$ cat config.mk
export PLATFORM = sky130hd
export DESIGN_NAME = tpir_top
export DESIGN_NICKNAME = d
export VERILOG_FILES = /design/src/pkg/tpir_pkg.sv /design/src/logic/tpir_sync.sv /design/src/logic/tpir_top.sv
export SDC_FILE = /design/constraint.sdc
export NUM_CORES = 1
export LEC_CHECK = 0
export ABC_AREA = 1
export BUFFER_PORTS_ARGS = -buffer_cell sky130_fd_sc_hd__buf_2
export CAP_MARGIN = 40
export CORE_UTILIZATION = 25
export DETAILED_ROUTE_END_ITERATION = 12
export PLACE_DENSITY = 0.45
export SYNTH_ARGS = -nofsm -noshare
export SYNTH_HDL_FRONTEND = slang
export SYNTH_HIERARCHICAL = 1
export SYNTH_SLANG_ARGS = --single-unit
$ cat constraint.sdc
create_clock -name mclk -period 5.9 [get_ports mclk]
set_clock_uncertainty 0.2 [all_clocks]
set_input_delay 1.18 -clock mclk [delete_from_list [all_inputs] [get_ports mclk]]
set_output_delay 1.18 -clock mclk [all_outputs]
set_load 0.01 [all_outputs]
$ cat src/pkg/tpir_pkg.sv
// Package: register map, field layout and constants for the trace port
// integration and identification registers.
// Assumes a 32-bit APB slave with word-aligned registers in a 4 KB window.
`default_nettype none

package tpir_pkg;

  // ------------------------------------------------------------
  // Register byte offsets
  // ------------------------------------------------------------
  localparam logic [11:0] ADDR_MODE = 12'h000;
  localparam logic [11:0] ADDR_READY = 12'h004;
  localparam logic [11:0] ADDR_VALID = 12'h008;
  localparam logic [11:0] ADDR_DATA1 = 12'h00c;
  localparam logic [11:0] ADDR_DATA2 = 12'h010;
  localparam logic [11:0] ADDR_CAP = 12'h014;
  localparam logic [11:0] ADDR_TYPE = 12'h018;

  // ------------------------------------------------------------
  // Operating modes and reset values
  // ------------------------------------------------------------
  localparam logic [1:0] MODE_NORMAL = 2'h0;
  localparam logic [1:0] MODE_ITEST = 2'h1;
  localparam logic [1:0] MODE_DTEST = 2'h2;
  localparam logic [1:0] MODE_RSVD = 2'h3;
  localparam logic [1:0] MODE_RESET = 2'h0;
  localparam logic READY_CTL_RESET = 1'b0;

  // ------------------------------------------------------------
  // Field positions
  // ------------------------------------------------------------
  localparam int MODE_MSB = 1;
  localparam int READY_CTL_BIT = 0;
  localparam int VALID_BIT = 0;
  localparam int D2_VALID_BIT = 29;
  localparam int D2_CNT_LSB = 27;
  localparam int D1_VALID_BIT = 26;
  localparam int D1_CNT_LSB = 24;
  localparam int DATA_MSB = 23;
  localparam logic [1:0] CNT_FULL = 2'h3;

  // ------------------------------------------------------------
  // Capability fields
  // ------------------------------------------------------------
  localparam logic CAP_NRZ = 1'b1;
  localparam logic CAP_MANCH = 1'b1;
  localparam logic CAP_PAR_RAZ = 1'b0;
  localparam logic [2:0] CAP_BUF = 3'h2;
  localparam logic CAP_ASYNC = 1'b1;
  localparam logic [4:0] CAP_INPUTS = 5'h01;
  localparam logic [31:0] CAP_VALUE = {20'h00000, CAP_NRZ, CAP_MANCH, CAP_PAR_RAZ,
                                       CAP_BUF, CAP_ASYNC, CAP_INPUTS};

  // Arbitrary neutral device type code
  localparam logic [7:0] DEV_TYPE_DEFAULT = 8'h5a;

  // ------------------------------------------------------------
  // Carriers
  // ------------------------------------------------------------
  typedef struct packed {
    logic valid;
    logic [7:0] data;
  } tpir_beat_t;

  typedef struct packed {
    logic [1:0] cnt;
    logic [23:0] data;
  } tpir_port_t;

endpackage

`default_nettype wire

$ cat src/logic/tpir_sync.sv
// Two-flop synchroniser for one level from another clock domain.
// Assumes the input holds long enough to be seen by the destination clock.
`default_nettype none

module tpir_sync (
  input wire logic mclk,
  input wire logic rstn,
  input wire logic async_in,
  output logic sync_out
);

  logic meta_reg;

  // First stage is read only by the second
  always_ff @(posedge mclk or negedge rstn) begin
    if (!rstn) begin
      meta_reg <= 1'b0;
      sync_out <= 1'b0;
    end else begin
      meta_reg <= async_in;
      sync_out <= meta_reg;
    end
  end

endmodule

`default_nettype wire

$ cat src/logic/tpir_top.sv
// Trace port integration-test and identification registers with APB access.
// Assumes both trace sources share mclk; the trace clock pin is asynchronous.
//
// Operation
// RULE1: Valid readback bit 0 returns OR of both source valid inputs.
// RULE2: Mode field: 00 normal, 01 integration test, 10 data test, 11 unused.
// RULE3: Data test mode disables trace output; software reads port data registers.
// RULE4: Capability bit 11 reads one: NRZ serial output supported.
// RULE5: Capability bit 10 reads one: Manchester serial output supported.
// RULE6: Capability bit 9 reads zero: parallel trace modes supported.
// RULE7: Capability bits 8:6 read 010, four byte minimum buffer.
// RULE8: Capability bit 5 reads one: trace clock may be asynchronous.
// RULE9: Capability bits 4:0 read 00001: two trace inputs.
// RULE10: Read-only device type register classifies the unit as trace sink.
// RULE11: In integration test mode, ready control bit 0 drives both readies.
// RULE12: Data register read returns valids and counts, then discards data.
// RULE13: Reserved bits read zero; writes to them have no effect.
`default_nettype none

module tpir_top #(
  parameter logic [7:0] DEV_TYPE = tpir_pkg::DEV_TYPE_DEFAULT
) (
  input wire logic mclk,
  input wire logic rstn,
  input wire logic psel,
  input wire logic penable,
  input wire logic pwrite,
  input wire logic [11:0] paddr,
  input wire logic [31:0] pwdata,
  output logic [31:0] prdata,
  output logic pready,
  output logic pslverr,
  input wire logic first_source_valid_in,
  input wire logic [7:0] first_source_data_in,
  input wire logic second_source_valid_in,
  input wire logic [7:0] second_source_data_in,
  output logic [1:0] source_ready_outputs,
  input wire logic trace_port_clock_in,
  output logic [7:0] trace_data_out,
  output logic trace_out_valid,
  output logic trace_out_enable
);

  // ------------------------------------------------------------
  // Trace clock edge detection
  // ------------------------------------------------------------
  logic tclk_sync;
  logic tclk_last_reg;
  logic tclk_rise;

  tpir_sync u_tclk_sync (
    .mclk(mclk),
    .rstn(rstn),
    .async_in(trace_port_clock_in),
    .sync_out(tclk_sync)
  );

  always_ff @(posedge mclk or negedge rstn) begin
    if (!rstn) begin
      tclk_last_reg <= 1'b0;
    end else begin
      tclk_last_reg <= tclk_sync;
    end
  end

  assign tclk_rise = tclk_sync & ~tclk_last_reg;

  // ------------------------------------------------------------
  // Control registers
  // ------------------------------------------------------------
  logic [1:0] mode_reg;
  logic ready_ctl_reg;
  logic wr_done;
  logic setup_rd;

  assign wr_done = psel & penable & pready & pwrite;
  assign setup_rd = psel & ~penable & ~pwrite;

  // RULE2 RULE13 mode write filter
  always_ff @(posedge mclk or negedge rstn) begin
    if (!rstn) begin
      mode_reg <= tpir_pkg::MODE_RESET;
    end else if (wr_done && paddr == tpir_pkg::ADDR_MODE &&
                 pwdata[tpir_pkg::MODE_MSB:0] != tpir_pkg::MODE_RSVD) begin
      mode_reg <= pwdata[tpir_pkg::MODE_MSB:0];
    end
  end

  always_ff @(posedge mclk or negedge rstn) begin
    if (!rstn) begin
      ready_ctl_reg <= tpir_pkg::READY_CTL_RESET;
    end else if (wr_done && paddr == tpir_pkg::ADDR_READY) begin
      ready_ctl_reg <= pwdata[tpir_pkg::READY_CTL_BIT];
    end
  end

  // ------------------------------------------------------------
  // Per-port capture
  // ------------------------------------------------------------
  tpir_pkg::tpir_beat_t src [2];
  tpir_pkg::tpir_port_t port_reg [2];
  logic [1:0] take;
  logic [1:0] clr;
  logic [1:0] cnt_next_full;
  logic [1:0] pick;

  assign src[0] = '{valid: first_source_valid_in, data: first_source_data_in};
  assign src[1] = '{valid: second_source_valid_in, data: second_source_data_in};

  // Normal mode: one beat per rising trace clock edge, first source has priority
  assign pick[0] = tclk_rise & src[0].valid;
  assign pick[1] = tclk_rise & ~src[0].valid & src[1].valid;

  // RULE12 read clears counts
  assign clr[0] = setup_rd && paddr == tpir_pkg::ADDR_DATA1 &&
                  mode_reg == tpir_pkg::MODE_DTEST;
  assign clr[1] = setup_rd && paddr == tpir_pkg::ADDR_DATA2 &&
                  mode_reg == tpir_pkg::MODE_DTEST;

  genvar gi;
  for (gi = 0; gi < 2; gi++) begin : g_port
    tpir_pkg::tpir_port_t port_next;

    assign take[gi] = src[gi].valid & source_ready_outputs[gi];

    // RULE3 RULE12 capture, new beat wins over read clear
    always_comb begin
      port_next = port_reg[gi];
      if (clr[gi]) begin
        port_next = '0;
      end
      if (take[gi] && mode_reg == tpir_pkg::MODE_DTEST &&
          port_next.cnt != tpir_pkg::CNT_FULL) begin
        port_next.data[8 * port_next.cnt +: 8] = src[gi].data;
        port_next.cnt = port_next.cnt + 2'h1;
      end
    end

    assign cnt_next_full[gi] = port_next.cnt == tpir_pkg::CNT_FULL;

    always_ff @(posedge mclk or negedge rstn) begin
      if (!rstn) begin
        port_reg[gi] <= '0;
      end else begin
        port_reg[gi] <= port_next;
      end
    end
  end

  // ------------------------------------------------------------
  // Source ready outputs
  // ------------------------------------------------------------
  logic [1:0] ready_next;

  always_comb begin
    unique case (mode_reg)
      tpir_pkg::MODE_ITEST: begin
        // RULE11 both readies from control bit
        ready_next = {2{ready_ctl_reg}};
      end
      tpir_pkg::MODE_DTEST: begin
        // Stall a port once its three-byte holding area is full
        ready_next = ~cnt_next_full;
      end
      default: begin
        ready_next = pick;
      end
    endcase
  end

  always_ff @(posedge mclk or negedge rstn) begin
    if (!rstn) begin
      source_ready_outputs <= 2'h0;
    end else begin
      source_ready_outputs <= ready_next;
    end
  end

  // ------------------------------------------------------------
  // Trace output
  // ------------------------------------------------------------
  // RULE3 output off in data test mode
  always_ff @(posedge mclk or negedge rstn) begin
    if (!rstn) begin
      trace_out_valid <= 1'b0;
      trace_data_out <= 8'h00;
      trace_out_enable <= 1'b1;
    end else begin
      trace_out_enable <= mode_reg != tpir_pkg::MODE_DTEST;
      trace_out_valid <= (mode_reg == tpir_pkg::MODE_NORMAL) && (|take);
      if (mode_reg == tpir_pkg::MODE_NORMAL && |take) begin
        trace_data_out <= take[0] ? src[0].data : src[1].data;
      end
    end
  end

  // ------------------------------------------------------------
  // APB read decode and response
  // ------------------------------------------------------------
  logic [31:0] rd_value;
  logic hit;
  logic [31:0] data_status;

  assign data_status = {2'h0, src[1].valid, port_reg[1].cnt,
                        src[0].valid, port_reg[0].cnt, 24'h000000};

  always_comb begin
    rd_value = 32'h00000000;
    hit = 1'b1;
    unique case (paddr)
      tpir_pkg::ADDR_MODE: rd_value = {30'h00000000, mode_reg};
      tpir_pkg::ADDR_READY: rd_value = {31'h00000000, ready_ctl_reg};
      // RULE1 combined valid readback
      tpir_pkg::ADDR_VALID: rd_value = {31'h00000000, src[0].valid | src[1].valid};
      tpir_pkg::ADDR_DATA1: rd_value = data_status | {8'h00, port_reg[0].data};
      tpir_pkg::ADDR_DATA2: rd_value = data_status | {8'h00, port_reg[1].data};
      // RULE4 RULE5 RULE6 RULE7 RULE8 RULE9 capability constant
      tpir_pkg::ADDR_CAP: rd_value = tpir_pkg::CAP_VALUE;
      // RULE10 device type
      tpir_pkg::ADDR_TYPE: rd_value = {24'h000000, DEV_TYPE};
      default: hit = 1'b0;
    endcase
  end

  // Answer one cycle after setup; no extra wait states
  always_ff @(posedge mclk or negedge rstn) begin
    if (!rstn) begin
      pready <= 1'b0;
      pslverr <= 1'b0;
      prdata <= 32'h00000000;
    end else if (psel && !penable) begin
      pready <= 1'b1;
      pslverr <= ~hit;
      prdata <= pwrite ? 32'h00000000 : rd_value;
    end else begin
      pready <= 1'b0;
      pslverr <= 1'b0;
      prdata <= 32'h00000000;
    end
  end
endmodule

`default_nettype wire

==> Word level (Yosys, flattened, before mapping) <==
Cells that the tools add are included.
{ "totals": {"ff_bits": 104, "latch_bits": 0, "mem_bits_rw": 0, "romBits": 0, "in_bits": 68, "output_inout_bits": 46, "wordCells": 90, "memories": 0} }
{ "op_classes": {"add_sub_neg": 4, "multipliers": 0, "div_mod_pow": 0, "order_cmp": 0, "n_eq_ne": 14, "shifts": 4, "n_mux": 14, "n_bitwise": 20, "reduce_logical": 18} }
{ "ops": {"columns": ["cell", "n"], "rows": [
  ["30-bit one-hot mux with 7 select lines", 1],
  ["26-bit 2-to-1 mux", 4],
  ["5-bit negation with 34-bit output", 2],
  ["8-bit by 34-bit variable shift with 24-bit output (first input constant)", 2],
  ["8-bit by 34-bit variable part select with 24-bit output", 2],
  ["32-bit 2-to-1 mux", 2],
  ["30-bit by 24-bit bitwise OR with 30-bit output", 2],
  ["24-bit bitwise mux", 2],
  ["12-bit by 5-bit equality test with 1-bit output (second input constant)", 3],
  ["12-bit by 4-bit equality test with 1-bit output (second input constant)", 2],
  ["1-bit logical AND", 13],
  ["12-bit by 3-bit equality test with 1-bit output (second input constant)", 1],
  ["12-bit zero test", 1],
  ["1-bit AND", 11],
  ["8-bit 2-to-1 mux", 1],
  ["2-bit != test (second input constant)", 4],
  ["7-bit OR reduction", 1],
  ["2-bit equality test (second input constant)", 3],
  ["1-bit NOT", 5],
  ["2-bit by 1-bit adder with 2-bit output (second input constant)", 2],
  ["2-bit one-hot mux with 2 select lines", 1],
  ["1-bit 2-to-1 mux", 3],
  ["2-bit by 1-bit equality test with 1-bit output (second input constant)", 1],
  ["2-bit zero test", 1],
  ["other kinds (4)", 4]
]} }

==> Longest topological paths before layout <==
{ "depth": {"word_depth": 13, "mapped_depth": 17, "ltp_nobuf": 15} }

==> Hierarchy <==
The synthesis kept the hierarchy.
{ "modules_own_cells": {"columns": ["mod", "n_inst", "cells_per_inst", "area_each_um2", "seq_area_each_um2"], "rows": [
  ["tpir_top", 1, 531, 4764.6, 2503.7],
  ["tpir_sync", 1, 2, 50.0, 50.0]
]} }

==> Worst setup path after synthesis <==
OpenSTA, ideal clock, no wires.
{ "synth_timing": {"kind": "input to register", "from": "input port paddr[1]", "to": "register port_reg[26] in the netlist's numbering", "t_arrival_ps": 3309, "t_required_ps": 5634, "setup_slack_ps": 2325, "stages": 14, "n_path_buf": 2, "path_cell_list": "nor2_1 -> inv_1 -> nor2_1 -> nand3_4 -> nand2_1 -> buf_4 -> buf_4 -> inv_1 -> ha_1 -> nor3_4 -> nand2_4 -> nor3_4 -> nand3_1 -> nand2_1"} }
{ "synth_rtl": {"columns": ["element", "line_no", "text"], "rows": [
  ["start, declared", "tpir_top.sv:28", "input wire logic [11:0] paddr,"],
  ["end signal, assigned by index", "tpir_top.sv:145", "port_reg[gi] <= port_next;"],
  ["end, declared", "tpir_top.sv:101", "tpir_pkg::tpir_port_t port_reg [2];"]
]} }

==> summary.txt <==
Die
  • Initial Util: 25.65%
  • Site row count: 50
  • # IOs: roughly 110
  • Die ar.: 19,820 µm²
  • Die W: 140.8 µm
  • Core box area: 18,770 µm²
  • Die H: 140.8 µm

Clock network
  • Post-CTS setup buffer count: 0
  • # H-tree levels: 3
  • Cts bufs inserted: 9
  • Worst-Skew Late Latency: 0.35 ns
  • Clk sinks: 102
  • Root buffer cell: clkbuf_16
  • CTS tree: done
  • CTS resizes: 0
  • Clock Pin Slew Worst Setup and Hold Paths: 0.07 ns
  • Cts hold-fix bufs: 0
  • CTS Buffer Depth: 2

Timing
  • Fmax: roughly 240 MHz
  • Fin crit share: 72.01%
  • Slew Viols, Final: 0
  • Relative slew slack: 48.54%
  • Setup violations, final: 0
  • RSZ-0062 raised after global routing: no
  • Final hold viol count: 0
  • Slew @ Worst Pin: 0.7711 ns
  • Min Tclk post-route: 4.248 ns
  • Setup TNS: 0 ns
  • PnR worst setup slack: roughly 1.7 ns

Final layout
  • Ant diodes: 0
  • Layout Nets: around 700
  • Share of cells above drive strength 1: 22.19%
  • Design area: 5744 µm²
  • Area Growth Syn to Fin: 19.31%
  • Max reg flops: 48

Yosys
  • Synth unique cells: 35
  • Sequential share of the synthesized area: between 50% and 60%
  • Post-Syn Instances: 533
  • Register bit total from synthesis: 102
  • Synth Cell Area: 4815 µm²
  • Syn Area/Cell: 9.033 µm²
  • Ys Warns: 6

Route
  • Vias: between 3,000 and 4,000
  • Detail Route Antenna Nets: 0
  • Drt pass-1 iters: 4
  • Wire per inst: 16.77 µm
  • Vias per cell: between 4 and 5
  • DRT iter0 DRCs: 248
  • Drc violations: 0
  • Total routed wirelength: 14.20 mm

Critical path
  • Cell family with most CP delay: simple AND/OR/NAND/NOR gates
  • CP max stage delay: between 0.5 and 0.6 ns
  • Critical Path Sink Type: flip-flop
  • CP Data Arrival Time: 4.32 ns
  • CP max stage cell: nand3_2
  • Crit path required time: just under 6 ns
  • Crit-path cells: buf_2, nor2_1, nand2_1, nor2_1, nand3_2, nand2_4, inv_1, ha_1, nor3_2, buf_4, inv_1, nor2_2, nand3_1, o22ai_1
  • Worst Path Buf+Inv: 4
  • Worst Path Max Fanout: 28
  • Crit start category: input pin
  • Crit path kind: input pin to flip-flop

Power and ir drop
  • Logic gate share of total power: just under 6%
  • Max IR drop VDD: about 0.13 mV
  • NetSw: 0.3407 mW
  • Lkg Pwr: 2.765 nW
  • Clock share of power: 44.7%
  • PD cells: approximately 260 nW/µm²
  • Internal power: 1.126 mW
  • Switch share: 23.22%
  • Part of the power in registers: about half

Placed design
  • Dpl hpwl: 10.38 mm
  • GPL Wtd Cong: 0.8258
  • Port Buf Inserts: 81
  • Placed Area: 5419 µm²
  • Dpl ws: 1.244 ns

Global routing
  • First-pass GRT wire length: 22.55 mm
  • Initial antenna violation count: 0
  • Overflow after GRT: 0
  • Vias in the first global route: 4,004
  • All-Layer GR Usage: 15.12%
  • Largest net degree at the start of global routing: 57

Flow run
  • MaxCap Viol Count: 0

Min path
  • Hold crit path type: flip-flop to flip-flop

Run status
  • Status: finished, final reports clean
==> power groups by stage <==
| stage | Clock (mW) | Sequential (mW) | Combinational (mW) |
|---|---|---|---|
| 2_1_floorplan | 0 | 0.741 | 0.0262 |
| 3_3_place_gp | 0 | 0.738 | 0.0875 |
| 3_5_place_dp | 0 | 0.738 | 0.0899 |
| 4_1_cts | 0.677 | 0.725 | 0.0900 |
| 5_1_grt | 0.704 | 0.726 | 0.0976 |
| 6_report | 0.656 | 0.725 | 0.0868 |
==> cell usage after synthesis (all sizes together) <==
cell    number  area, µm²
a21boi       2      18.77
a21oi       11      55.05
a31oi        8      50.05
buf         13      92.58
clkbuf       8      30.03
conb         1      3.750
dfrtp      101       2527
dfstp        1      26.28
ha          13      162.7
inv         38      142.6
mux2         1      11.26
mux2i        1      10.01
nand2      110      455.4
nand3       76      402.9
nand4        8      65.06
nor2        71      294.0
nor3        23      192.7
o211ai       1      7.510
o21ai       29      145.1
o22ai        5      31.28
o31ai       12      90.09
==> layout by cell type (no fill, tap or decap), types with 2 or more instances in the layout <==
cell type	n
nand2_4	4
inv_1	35
nand2_2	5
ha_1	13
nor3_1	10
conb_1	2
nor2_1	66
o21ai_0	29
inv_2	3
nor2_4	3
a21oi_1	11
nand2_1	101
dfrtp_1	101
nand3_2	2
o22ai_1	5
nand4_1	7
bufinv_16	2
nor3_4	2
o31ai_1	12
nor2_2	2
clkbuf_16	9
buf_2	80
nor3_2	11
buf_4	4
a31oi_1	8
clkinvlp_4	3
nand3_1	73
==> logic make-up (layout without fill, tap and decap cells) <==
group	Yosys count	after routing	synth area share, %
buf+inv	59	138	5.509
compound gates	68	68	8.264
mux	2	2	0.4418
flops	102	102	53.04
simple gates	288	288	29.29
other cells	1	2	0.07789
fa+ha+maj	13	13	3.378
==> through the flow <==
stage                     hold slack, ns  util (%)  instances  power, mW
after global placement            0.1386     28.87        831     0.8256
after detailed placement          0.1427     28.87        831     0.8280
after CTS                         0.1595     30.61        847      1.492
after global routing              0.1824     30.61        847      1.527
final                             0.1605     30.61        847      1.467
after floorplan                   0.1312         -        534     0.7671
==> worst paths after layout <==
| check | from | end | depth (start not counted) | slack [ns] |
|---|---|---|---|---|
| min in group asynchronous | rstn | prdata[19] | 1 | 0.64 |
| max in group asynchronous | rstn | prdata[24] | 2 | 3.68 |
| min reg2reg | u_tclk_sync/meta_reg | u_tclk_sync/sync_out | 0 | 0.16 |
| max | paddr[1] | port_reg[9] | 14 | 1.65 |
| max reg2reg | mode_reg[0] | port_reg[9] | 14 | 1.99 |
| min | u_tclk_sync/meta_reg | u_tclk_sync/sync_out | 0 | 0.16 |
==> metal layers <==
layer  vias up  wire length [µm]  global-route usage [%]
li1       1921                 -                       -
met1      1872              6525                   19.76
met2       107              6731                   25.14
met3        12               783                   3.702
met4         0               161                   3.547
met5         -                 0                       0
==> final cells by class <==
cell class / instances / area (µm²)
clock buffer: 11 / 242.7
timing repair buffer: 84 / 430.4
fill: 2043 / 13020
inverter: 38 / 142.6
sequential: 102 / 2554
tap: 234 / 292.8
multi-input combinational: 373 / 1999
clock inverter: 5 / 82.58
(Power assumes the default switching activity.)
